==> src/rtl/encoder_image_pkg.sv <==
// Constants, types and field layouts for the encoder cyclic image and safety parameter block
//
// Operation
// - Status word bit 0 flags speed outside the signed 16-bit range.
// - Speed is reported as a signed two's complement 16-bit word.
// - Forward gives positive clockwise speed; backward gives negative speed.
// - Overflowed speed saturates at +32767 or -32768 until back in range.
// - The overflow flag clears by itself once speed is back in range.
// - Speed is position increments counted over one integration period.
// - Integration period is a setting of 1 to 100 times 5 ms.
// - Image words at offsets 0, 2, 4, 6, each high byte first.
// - Single-turn word carries the 13-bit step within one revolution.
// - Position equals revolutions times 8192 plus steps; revolutions span 0 to 32767.
// - Multi-turn and single-turn words are unsigned, without sign bit.
// - Direction bit 0 counts down clockwise; 1, the default, counts up.
// - Decode integrity class bits 3-2 and compare with local capability.
// - Sequence check option bit 0 is fixed at zero, no check.
// - CRC length bits 5-4 of byte 0 must be 00.
// - Block identifier bits 5-3 of byte 1 must be 001.
// - Protocol version bits 7-6 of byte 1 must be 01.
// - Destination address must equal station address plus 500, within 501 to 599.
// - Without a valid telegram within watchdog time the device goes safe.
// - Parameter fields are big-endian at offsets 2, 4, 6, 8 and 12.
// - The 32-bit device parameter checksum is supplied by the host.
// - The 16-bit parameter checksum is supplied with the parameter block.
package encoder_image_pkg;

    // ------------------------------------------------------------------
    // Input image layout
    // ------------------------------------------------------------------
    localparam logic [2:0]  STATUS_OFS   = 3'h0;
    localparam logic [2:0]  SPEED_OFS    = 3'h2;
    localparam logic [2:0]  MULTI_OFS    = 3'h4;
    localparam logic [2:0]  SINGLE_OFS   = 3'h6;
    localparam int          OVF_BIT      = 0;
    localparam int          STEP_BITS    = 13;
    localparam int          TURN_BITS    = 15;
    localparam int          POS_BITS     = STEP_BITS + TURN_BITS;
    localparam logic [15:0] SPEED_POS_SAT = 16'h7fff;
    localparam logic [15:0] SPEED_NEG_SAT = 16'h8000;

    // ------------------------------------------------------------------
    // Timing
    // ------------------------------------------------------------------
    localparam int          CLK_HZ       = 200_000_000;
    localparam int          MS_CYCLES    = CLK_HZ / 1000;
    localparam int          BASE_MS      = 5;
    localparam int          BASE_CYCLES  = BASE_MS * MS_CYCLES;
    localparam logic [6:0]  INTEG_MIN    = 7'h01;
    localparam logic [6:0]  INTEG_MAX    = 7'h64;
    localparam logic        DIR_RST      = 1'b1;

    // ------------------------------------------------------------------
    // Safety parameter block layout and fixed values
    // ------------------------------------------------------------------
    localparam int          PAR_BYTES    = 14;
    localparam int          SEQ_BIT      = 0;
    localparam int          CLASS_LSB    = 2;
    localparam int          CRCLEN_LSB   = 4;
    localparam int          BLKID_LSB    = 3;
    localparam int          VER_LSB      = 6;
    localparam int          SRC_OFS      = 2;
    localparam int          DEST_OFS     = 4;
    localparam int          WD_OFS       = 6;
    localparam int          IPAR_OFS     = 8;
    localparam int          PCRC_OFS     = 12;
    localparam logic [1:0]  CRCLEN_REQ   = 2'h0;
    localparam logic [2:0]  BLKID_REQ    = 3'h1;
    localparam logic [1:0]  VER_REQ      = 2'h1;
    localparam logic [15:0] DEST_BIAS    = 16'h01f4;
    localparam logic [15:0] DEST_MIN     = 16'h01f5;
    localparam logic [15:0] DEST_MAX     = 16'h0257;
    localparam logic [15:0] SRC_MIN      = 16'h0001;
    localparam logic [15:0] SRC_MAX      = 16'hfffe;
    localparam logic [15:0] WD_MIN       = 16'h007d;
    localparam logic [15:0] WD_MAX       = 16'h2710;
    localparam logic [15:0] WD_RST       = 16'h007d;

    typedef enum logic [1:0] {
        CLASS_SIL1 = 2'h0,
        CLASS_SIL2 = 2'h1,
        CLASS_SIL3 = 2'h2,
        CLASS_NONE = 2'h3
    } integrity_class_e;

    typedef struct packed {
        logic [15:0] status;
        logic [15:0] speed;
        logic [15:0] multi;
        logic [15:0] single;
    } input_image_s;

    typedef struct packed {
        logic [7:0]  opt;
        logic [7:0]  ident;
        logic [15:0] src;
        logic [15:0] dest;
        logic [15:0] wd;
        logic [31:0] device_param_checksum;
        logic [15:0] par_checksum;
    } param_block_s;

endpackage : encoder_image_pkg

==> src/rtl/encoder_process_image.sv <==
// Encoder cyclic input image, speed integration and safety parameter supervision
module encoder_process_image #(
    parameter int BASE_CYC = encoder_image_pkg::BASE_CYCLES, // Cycles in 5 ms time base
    parameter int MS_CYC   = encoder_image_pkg::MS_CYCLES,   // Cycles in 1 ms
    parameter logic [1:0] LOCAL_CLASS = 2'h2                 // Locally supported class
) (
    input  wire logic                 ref_clk,        // System clock
    input  wire logic                 rst_n,          // Synchronous reset, active low
    input  wire logic [27:0]          raw_pos,        // Absolute position from sensor logic
    input  wire logic                 dir_cfg,        // Counting direction, 1 = increasing
    input  wire logic [6:0]           integ_set,      // Integration setting, 1..100
    input  wire logic [6:0]           station_pins,   // Address switch pins
    input  wire logic [2:0]           img_ofs,        // Image byte offset
    output logic      [7:0]           img_byte_ff,    // Image byte at img_ofs
    output encoder_image_pkg::input_image_s image_ff, // Whole input image
    input  wire logic                 par_wr,         // Parameter byte write strobe
    input  wire logic [3:0]           par_ofs,        // Parameter byte offset
    input  wire logic [7:0]           par_data,       // Parameter byte
    input  wire logic                 par_commit,     // Check and take staged block
    input  wire logic                 tele_ok,        // Valid safety telegram received
    output logic                      par_refused_ff, // Last committed block refused
    output logic      [15:0]          wd_time_ff,     // Accepted watchdog time, ms
    output logic                      safe_state_ff   // Device in safe state
);

    // ------------------------------------------------------------------
    // Elaboration checks
    // ------------------------------------------------------------------
    if (BASE_CYC < 2 || MS_CYC < 2) begin : g_bad_timing
        $error("Timing counts must be at least 2");
    end

    typedef enum logic [2:0] {
        ST_SAFE  = 3'b001,
        ST_ARMED = 3'b010,
        ST_RUN   = 3'b100
    } safety_state_e;

    localparam logic signed [27:0] LIM_HI = 28'sh0007fff;
    localparam logic signed [27:0] LIM_LO = -28'sh0008000;

    // ------------------------------------------------------------------
    // Functions
    // ------------------------------------------------------------------
    // Class rank: none lowest, SIL3 highest
    function automatic logic [1:0] class_rank(input logic [1:0] c);
        unique case (c)
            encoder_image_pkg::CLASS_NONE: class_rank = 2'h0;
            encoder_image_pkg::CLASS_SIL1: class_rank = 2'h1;
            encoder_image_pkg::CLASS_SIL2: class_rank = 2'h2;
            default:                       class_rank = 2'h3;
        endcase
    endfunction

    // Join two staged bytes, high byte first
    function automatic logic [15:0] be16(input logic [7:0] hi, input logic [7:0] lo);
        be16 = {hi, lo};
    endfunction

    // ------------------------------------------------------------------
    // Station address synchroniser
    // ------------------------------------------------------------------
    logic [6:0] stn_s1_ff, stn_s2_ff, stn_s3_ff;
    logic [6:0] station_ff;

    // Pins are asynchronous; only s2 and s3 are compared
    always_ff @(posedge ref_clk) begin
        if (!rst_n) begin
            stn_s1_ff  <= 7'h00;
            stn_s2_ff  <= 7'h00;
            stn_s3_ff  <= 7'h00;
            station_ff <= 7'h00;
        end else begin
            stn_s1_ff <= station_pins;
            stn_s2_ff <= stn_s1_ff;
            stn_s3_ff <= stn_s2_ff;
            if (stn_s2_ff == stn_s3_ff) begin
                station_ff <= stn_s3_ff;
            end
        end
    end

    // ------------------------------------------------------------------
    // Position and direction
    // ------------------------------------------------------------------
    logic [27:0] pos_dir;

    // Backward direction mirrors the count so clockwise counts down
    assign pos_dir = dir_cfg ? raw_pos : (~raw_pos + 28'h0000001);

    // ------------------------------------------------------------------
    // Integration period timing
    // ------------------------------------------------------------------
    logic [31:0] base_cnt_ff;
    logic [6:0]  per_cnt_ff;
    logic [6:0]  integ_eff;
    logic        base_tick;
    logic        period_end;

    // Out-of-range settings clamp rather than stall the speed update
    assign integ_eff  = (integ_set < encoder_image_pkg::INTEG_MIN) ? encoder_image_pkg::INTEG_MIN :
                        (integ_set > encoder_image_pkg::INTEG_MAX) ? encoder_image_pkg::INTEG_MAX :
                        integ_set;
    assign base_tick  = (base_cnt_ff == 32'(BASE_CYC - 1));
    assign period_end = base_tick && (per_cnt_ff >= integ_eff - 7'h01);

    // Base counter and period counter
    always_ff @(posedge ref_clk) begin
        if (!rst_n) begin
            base_cnt_ff <= 32'h0;
            per_cnt_ff  <= 7'h00;
        end else begin
            base_cnt_ff <= base_tick ? 32'h0 : base_cnt_ff + 32'h1;
            if (period_end) begin
                per_cnt_ff <= 7'h00;
            end else if (base_tick) begin
                per_cnt_ff <= per_cnt_ff + 7'h01;
            end
        end
    end

    // ------------------------------------------------------------------
    // Speed measurement with saturation
    // ------------------------------------------------------------------
    logic [27:0]        prev_pos_ff;
    logic               primed_ff;
    logic signed [27:0] delta;

    // Modular difference handles wrap through zero of the count
    assign delta = $signed(pos_dir - prev_pos_ff);

    // First period only takes a reference, avoiding a false jump at start
    always_ff @(posedge ref_clk) begin
        if (!rst_n) begin
            prev_pos_ff <= 28'h0;
            primed_ff   <= 1'b0;
        end else if (period_end) begin
            prev_pos_ff <= pos_dir;
            primed_ff   <= 1'b1;
        end
    end

    // Image words; status bits 15..1 never set
    always_ff @(posedge ref_clk) begin
        if (!rst_n) begin
            image_ff <= '0;
        end else begin
            image_ff.multi  <= {1'b0, pos_dir[27:13]};
            image_ff.single <= {3'h0, pos_dir[12:0]};
            image_ff.status[15:1] <= 15'h0000;
            if (period_end && primed_ff) begin
                if (delta > LIM_HI) begin
                    image_ff.speed <= encoder_image_pkg::SPEED_POS_SAT;
                    image_ff.status[encoder_image_pkg::OVF_BIT] <= 1'b1;
                end else if (delta < LIM_LO) begin
                    image_ff.speed <= encoder_image_pkg::SPEED_NEG_SAT;
                    image_ff.status[encoder_image_pkg::OVF_BIT] <= 1'b1;
                end else begin
                    image_ff.speed <= delta[15:0];
                    image_ff.status[encoder_image_pkg::OVF_BIT] <= 1'b0;
                end
            end
        end
    end

    // ------------------------------------------------------------------
    // Byte read port, high byte at the even offset
    // ------------------------------------------------------------------
    logic [15:0] sel_word;
    always_comb begin
        unique case (img_ofs[2:1])
            2'h0:    sel_word = image_ff.status;
            2'h1:    sel_word = image_ff.speed;
            2'h2:    sel_word = image_ff.multi;
            default: sel_word = image_ff.single;
        endcase
    end

    // Registered byte out
    always_ff @(posedge ref_clk) begin
        if (!rst_n) begin
            img_byte_ff <= 8'h00;
        end else begin
            img_byte_ff <= img_ofs[0] ? sel_word[7:0] : sel_word[15:8];
        end
    end

    // ------------------------------------------------------------------
    // Parameter block staging, big-endian assembly
    // ------------------------------------------------------------------
    logic [7:0] stage_ff [encoder_image_pkg::PAR_BYTES];
    encoder_image_pkg::param_block_s blk;
    // Host bytes land at their block offset; offsets past the block are ignored
    always_ff @(posedge ref_clk) begin
        if (!rst_n) begin
            for (int i = 0; i < encoder_image_pkg::PAR_BYTES; i++) begin
                stage_ff[i] <= 8'h00;
            end
        end else if (par_wr && (par_ofs < 4'(encoder_image_pkg::PAR_BYTES))) begin
            stage_ff[par_ofs] <= par_data;
        end
    end

    // Fields assembled high byte first
    always_comb begin
        blk.opt   = stage_ff[0];
        blk.ident = stage_ff[1];
        blk.src   = be16(stage_ff[encoder_image_pkg::SRC_OFS],
                         stage_ff[encoder_image_pkg::SRC_OFS + 1]);
        blk.dest  = be16(stage_ff[encoder_image_pkg::DEST_OFS],
                         stage_ff[encoder_image_pkg::DEST_OFS + 1]);
        blk.wd    = be16(stage_ff[encoder_image_pkg::WD_OFS],
                         stage_ff[encoder_image_pkg::WD_OFS + 1]);
        blk.device_param_checksum = {be16(stage_ff[encoder_image_pkg::IPAR_OFS],
                                          stage_ff[encoder_image_pkg::IPAR_OFS + 1]),
                                     be16(stage_ff[encoder_image_pkg::IPAR_OFS + 2],
                                          stage_ff[encoder_image_pkg::IPAR_OFS + 3])};
        blk.par_checksum = be16(stage_ff[encoder_image_pkg::PCRC_OFS],
                                stage_ff[encoder_image_pkg::PCRC_OFS + 1]);
    end

    // ------------------------------------------------------------------
    // Parameter checks
    // ------------------------------------------------------------------
    logic        ok_seq, ok_class, ok_crclen, ok_blkid, ok_ver, ok_dest, ok_src, ok_wd;
    logic        blk_ok;
    logic [15:0] dest_exp;
    assign dest_exp  = {9'h000, station_ff} + encoder_image_pkg::DEST_BIAS;
    assign ok_seq    = !blk.opt[encoder_image_pkg::SEQ_BIT];
    assign ok_class  = class_rank(blk.opt[encoder_image_pkg::CLASS_LSB +: 2])
                       <= class_rank(LOCAL_CLASS);
    assign ok_crclen = blk.opt[encoder_image_pkg::CRCLEN_LSB +: 2]
                       == encoder_image_pkg::CRCLEN_REQ;
    assign ok_blkid  = blk.ident[encoder_image_pkg::BLKID_LSB +: 3]
                       == encoder_image_pkg::BLKID_REQ;
    assign ok_ver    = blk.ident[encoder_image_pkg::VER_LSB +: 2]
                       == encoder_image_pkg::VER_REQ;
    assign ok_dest   = (blk.dest == dest_exp) && (blk.dest >= encoder_image_pkg::DEST_MIN)
                       && (blk.dest <= encoder_image_pkg::DEST_MAX);
    // Defensive: a host slip on the source address is caught here too
    assign ok_src    = (blk.src >= encoder_image_pkg::SRC_MIN)
                       && (blk.src <= encoder_image_pkg::SRC_MAX) && (blk.src != blk.dest);
    assign ok_wd     = (blk.wd >= encoder_image_pkg::WD_MIN)
                       && (blk.wd <= encoder_image_pkg::WD_MAX);
    assign blk_ok    = ok_seq && ok_class && ok_crclen && ok_blkid && ok_ver
                       && ok_dest && ok_src && ok_wd;

    // ------------------------------------------------------------------
    // Safety state and watchdog
    // ------------------------------------------------------------------
    safety_state_e state_ff;
    logic [31:0]   ms_cnt_ff;
    logic [15:0]   wd_ms_ff;
    logic          ms_tick;
    logic          wd_expired;
    assign ms_tick    = (ms_cnt_ff == 32'(MS_CYC - 1));
    assign wd_expired = (state_ff == ST_RUN) && (wd_ms_ff >= wd_time_ff);
    // Millisecond watchdog, restarted by every valid telegram
    always_ff @(posedge ref_clk) begin
        if (!rst_n) begin
            ms_cnt_ff <= 32'h0;
            wd_ms_ff  <= 16'h0000;
        end else if (tele_ok || state_ff != ST_RUN) begin
            ms_cnt_ff <= 32'h0;
            wd_ms_ff  <= 16'h0000;
        end else begin
            ms_cnt_ff <= ms_tick ? 32'h0 : ms_cnt_ff + 32'h1;
            if (ms_tick) begin
                wd_ms_ff <= wd_ms_ff + 16'h0001;
            end
        end
    end

    // Commit wins over telegram; expiry drops to armed so a fresh telegram resumes
    always_ff @(posedge ref_clk) begin
        if (!rst_n) begin
            state_ff       <= ST_SAFE;
            par_refused_ff <= 1'b0;
            wd_time_ff     <= encoder_image_pkg::WD_RST;
        end else if (par_commit) begin
            par_refused_ff <= !blk_ok;
            if (blk_ok) begin
                state_ff   <= ST_ARMED;
                wd_time_ff <= blk.wd;
            end else begin
                state_ff   <= ST_SAFE;
            end
        end else begin
            unique case (state_ff)
                ST_SAFE:  state_ff <= ST_SAFE;
                ST_ARMED: state_ff <= tele_ok ? ST_RUN : ST_ARMED;
                ST_RUN:   state_ff <= wd_expired ? ST_ARMED : ST_RUN;
            endcase
        end
    end

    // Safe output unless running under a live watchdog with no commit in the same cycle
    always_ff @(posedge ref_clk) begin
        if (!rst_n) begin
            safe_state_ff <= 1'b1;
        end else begin
            safe_state_ff <= !(state_ff == ST_RUN && !wd_expired) || par_commit;
        end
    end
endmodule // encoder_process_image
==> config.mk <==
export PLATFORM = sky130hd
export DESIGN_NAME = encoder_process_image
export DESIGN_NICKNAME = d
export VERILOG_FILES = /design/src/rtl/encoder_image_pkg.sv /design/src/rtl/encoder_process_image.sv
export SDC_FILE = /design/constraint.sdc
export NUM_CORES = 1
export LEC_CHECK = 0
export ABC_AREA = 1
export ABC_CLOCK_PERIOD_IN_PS = 9200
export BUFFER_PORTS_ARGS = -buffer_cell sky130_fd_sc_hd__buf_2
export CORE_UTILIZATION = 50
export DETAILED_ROUTE_END_ITERATION = 6
export PLACE_DENSITY = 0.69
export REMOVE_ABC_BUFFERS = 1
export SLEW_MARGIN = 15
export SYNTH_ARGS = -nofsm -noshare
export SYNTH_HDL_FRONTEND = slang
export SYNTH_SLANG_ARGS = --single-unit
export TNS_END_PERCENT = 5
==> constraint.sdc <==
create_clock -name ref_clk -period 9.2 [get_ports ref_clk]
set_input_delay 1.84 -clock ref_clk [delete_from_list [all_inputs] [get_ports ref_clk]]
set_output_delay 1.84 -clock ref_clk [all_outputs]
set_load 0.02 [all_outputs]
==> results.rst <==
.. list-table::
   :header-rows: 1

   * - Metric
     - Value
   * - Run status
     - complete, no violations
   * - Slew Limit Headroom
     - about 28%
   * - Maximum buffer depth of the clock tree
     - 3
   * - Req. time, crit path
     - just under 10000 ps
   * - Maximum single-stage delay on the critical path
     - roughly 500 ps
   * - R2R cell count
     - 12
   * - Number of ports placed on the die boundary
     - roughly 150
   * - Largest fanout on the critical path
     - 15
   * - FF+latch count, synth
     - 274
   * - Average footprint of a synthesized cell
     - approximately 7.3 µm²
   * - Slew at the pin with the worst max-slew slack
     - approximately 1100 ps
   * - PostCTS Resize Cnt
     - 0
   * - Sequential share of the synthesized area
     - just under 40%
   * - Share of post-route cells with drive strength above 1
     - between 10% and 20%
   * - Final Max Tran Viols
     - 0
   * - Core outline area
     - 29870 µm²
   * - Cell family with most CP delay
     - compound AO/OA/AOI/OAI gates
   * - Final clock skew
     - roughly 8.3 ps
   * - Area of the multi-input gates
     - between 7000 and 8000 µm²
   * - Final HPWL DP
     - between 30000 and 40000 µm
   * - Total length of routed wires
     - ~40000 µm
   * - Number of flops mapped to enable cells by yosys
     - 56
   * - Series of cell instances along the critical path
     - buf_2, inv_1, ha_1, nand2_1, nor2_1, nand4_1, o31ai_1, xor2_1, inv_1, ha_1, a21oi_1, inv_1, nor2_1, nand2_1, a21oi_1, nand3_1, nand2_1, nand2_1, nor2_1, nand3_2, a21oi_4, a21oi_1
   * - Clock-pin slew on the worst setup and hold paths
     - around 60 ps
   * - Number of clock sinks seen by CTS
     - approximately 270
   * - Met2 routed WL
     - between 15000 and 20000 µm
   * - # fillers
     - between 2000 and 3000
   * - Cells after synthesis
     - approximately 2100
   * - Die W
     - ~180 µm
   * - Most used DFF post-synth
     - dfxtp_1
   * - TritonCTS clock tree
     - done
   * - Number of DRC violations after detailed routing
     - 0
   * - First-pass iteration count of the detailed router
     - 5
   * - Worst hold path depth
     - 2
   * - Min-delay worst type
     - reg -> reg
   * - Most common cell on crit path
     - nand2_1
   * - Number of port buffers
     - around 130
   * - Most frequent standard cell in the layout excluding fill and tap cells
     - nand2_1
   * - Starting DRC count in detailed routing
     - around 940
   * - Root Driver
     - clkbuf_16
   * - WL met3
     - approximately 1900 µm
   * - Kind of start point of the critical path
     - primary input
   * - Core Rows
     - 63
   * - Die span in y
     - 177.1 µm
   * - Gpl congestion
     - 0.9608
   * - Total routing usage reported by global routing
     - a little over a quarter
   * - Commonest cells after routing, fill and taps aside
     - 447 x nand2_1, 317 x inv_1, 277 x nor2_1
   * - Critical register-to-register path startpoint
     - base_cnt_ff[0]
   * - Final design instance area without fill
     - around 17000 µm²
   * - Pin count of the biggest net entering global routing
     - 58
   * - Slowest cell on crit path
     - a21oi_4
   * - Effective utilization at floorplan
     - about half
   * - Hold_buf cts
     - 0
   * - Proportion of register bits with asynchronous set or reset after synthesis
     - 0%
   * - Worst vdd ir
     - roughly 0.14 mV
   * - Cell area after placement
     - between 15000 and 20000 µm²
   * - Number of nets with antenna violations after routing
     - 0
   * - Buffer count from post-CTS setup fixing
     - 0
   * - Number of buffers and inverters on the critical path
     - 4
   * - Setup slack after placement
     - approximately 3400 ps
   * - Syn Std Cell Area
     - ~15000 µm²
   * - Time the worst path needs with I/O delays and setup
     - between 5000 and 6000 ps
   * - Worst R2R End
     - prev_pos_ff[10]
   * - Initial antenna violation count
     - 0
   * - Critical Path AT
     - about 5700 ps
   * - Min-Delay Startpoint
     - stn_s1_ff[0]
   * - H-tree depth reported by CTS
     - 1
   * - Power density normalized to cell area
     - roughly 170 nW/µm²
   * - Diode insertion count for antenna repair
     - 0
   * - Final hold viol count
     - 0
   * - Final setup vio count
     - 0
   * - Reg2Reg Setup Slack
     - 6170 ps
   * - Highest Signal Layer
     - met4
   * - Synth warn
     - 0
   * - Metal1 wirelength
     - roughly 18000 µm
   * - Post-detailed-route wirelength per cell
     - approximately 15 µm
   * - Vias in the first global route
     - about 13000
   * - Setup repair after global routing missed its margin
     - no
   * - Number of max-capacitance violations reported
     - 0
   * - Number of clock buffers inserted by TritonCTS
     - 29
   * - Die footprint
     - 31360 µm²
   * - Latest clock arrival within the worst-skew pair
     - between 500 and 600 ps
   * - Gr ovfl total
     - 0
   * - Final worst setup slack
     - 3891 ps
   * - Number of nets at the end of the flow
     - roughly 2400
   * - Leakage power of the design
     - approximately 7.8 nW
   * - Highest achievable clock rate
     - ~190 MHz
   * - Via-per-instance ratio
     - approximately 5.3
   * - Setup crit end kind
     - flop
   * - WHS Endpoint
     - stn_s2_ff[0]
   * - Via count
     - about 14000
   * - Cells after DPL
     - 2600
   * - Number of standard cells in the layout, taps in and fillers out
     - between 2000 and 3000
   * - Type of the worst setup path
     - in -> reg
   * - Number of distinct library cell variants in the gate-level netlist after synthesis
     - 56
   * - Storage cell area
     - roughly 6000 µm²
   * - Total negative slack
     - 0 ps
   * - Growth of design area from synthesis to finish
     - 12.34%
   * - Share of the cycle needed by the critical path after routing
     - around 58%
   * - Wire length of the first global-routing pass
     - roughly 66000 µm
-- layout make-up --
class                      count  area share, %
inverter                     322          7.020
tap                          390          2.834
timing repair buffer         136          3.997
clock buffer                  41          4.767
sequential                   274          35.11
clock inverter                12         0.8066
multi-input combinational   1478          45.46
-- per-layer routing --
metal  up-vias  global-route usage (%)
met5         -                       0
met4         0                   9.734
met3        91                   2.771
met2       386                   44.91
met1      6483                   33.54
li1       7110                       -
-- Yosys cell counts (15+ instances only) --
cell type	count	area share (%)
dfxtp_1	218	28
o21ai_0	97	3.2
edfxtp_1	56	11
nor3b_1	15	0.73
ha_1	57	4.7
buf_4	20	0.98
a21oi_1	109	3.6
nor3_1	61	2.0
xnor2_1	25	1.4
nand2_1	447	11
nor2_1	278	6.8
nor4_1	31	1.3
a221oi_1	15	0.86
xor2_1	60	3.4
inv_1	317	7.8
clkbuf_1	25	0.61
nand4_1	56	2.3
nand3_1	87	2.8
-- metrics by stage --
| step | util [%] | hold WS, ps | power [W] |
|---|---|---|---|
| 2_1_floorplan | - | 390.0 | 0.001577 |
| 3_3_place_gp | 54.41 | 402.8 | 0.001713 |
| 3_5_place_dp | 54.41 | 400.8 | 0.001717 |
| 4_1_cts | 57.62 | 413.3 | 0.002890 |
| 5_1_grt | 57.63 | 436.6 | 0.002997 |
| 6_report | 57.63 | 410.5 | 0.002882 |
-- power by group --
part | internal (W) | total (W) | switching (W)
logic | 0.000128 | 0.000410 | 0.000283
clock network | 0.000702 | 0.00118 | 0.000483
registers | 0.00126 | 0.00129 | 0.0000258
-- tightest hold or removal path, stage by stage (launching register included) --
cell     delay, ps
dfxtp_1        300
nand2_1         40
inv_1           40
-- registers in the layout, indices dropped and copies added (netlist names), 8 cells and up --
signal	flops
base_cnt_ff	32
image_ff	45
img_byte_ff	8
ms_cnt_ff	32
prev_pos_ff	28
stage_ff	56
wd_ms_ff	16
wd_time_ff	16
-- worst max path at each step --
stage	startpoint	endpoint	slack, ps	depth (start not counted)
finish	raw_pos[0]	image_ff[34]	3890	22
global route	raw_pos[0]	image_ff[35]	3480	22
CTS	raw_pos[0]	image_ff[34]	3940	22
detailed placement	raw_pos[0]	image_ff[36]	3390	22
global placement	raw_pos[0]	image_ff[34]	3510	23
floorplan	raw_pos[0]	image_ff[32]	4230	21
-- kinds of logic after synthesis --
| family | after synthesis | share of synthesized area [%] |
|---|---|---|
| xor+xnor | 85 | 4.858 |
| simple gates | 1040 | 30.50 |
| fa+ha+maj | 58 | 4.784 |
| flops | 274 | 39.45 |
| other cells | 1 | 0.02447 |
| buf+inv | 378 | 9.935 |
| compound gates | 276 | 10.45 |
Note: power is estimated with default switching activity, not from simulation.
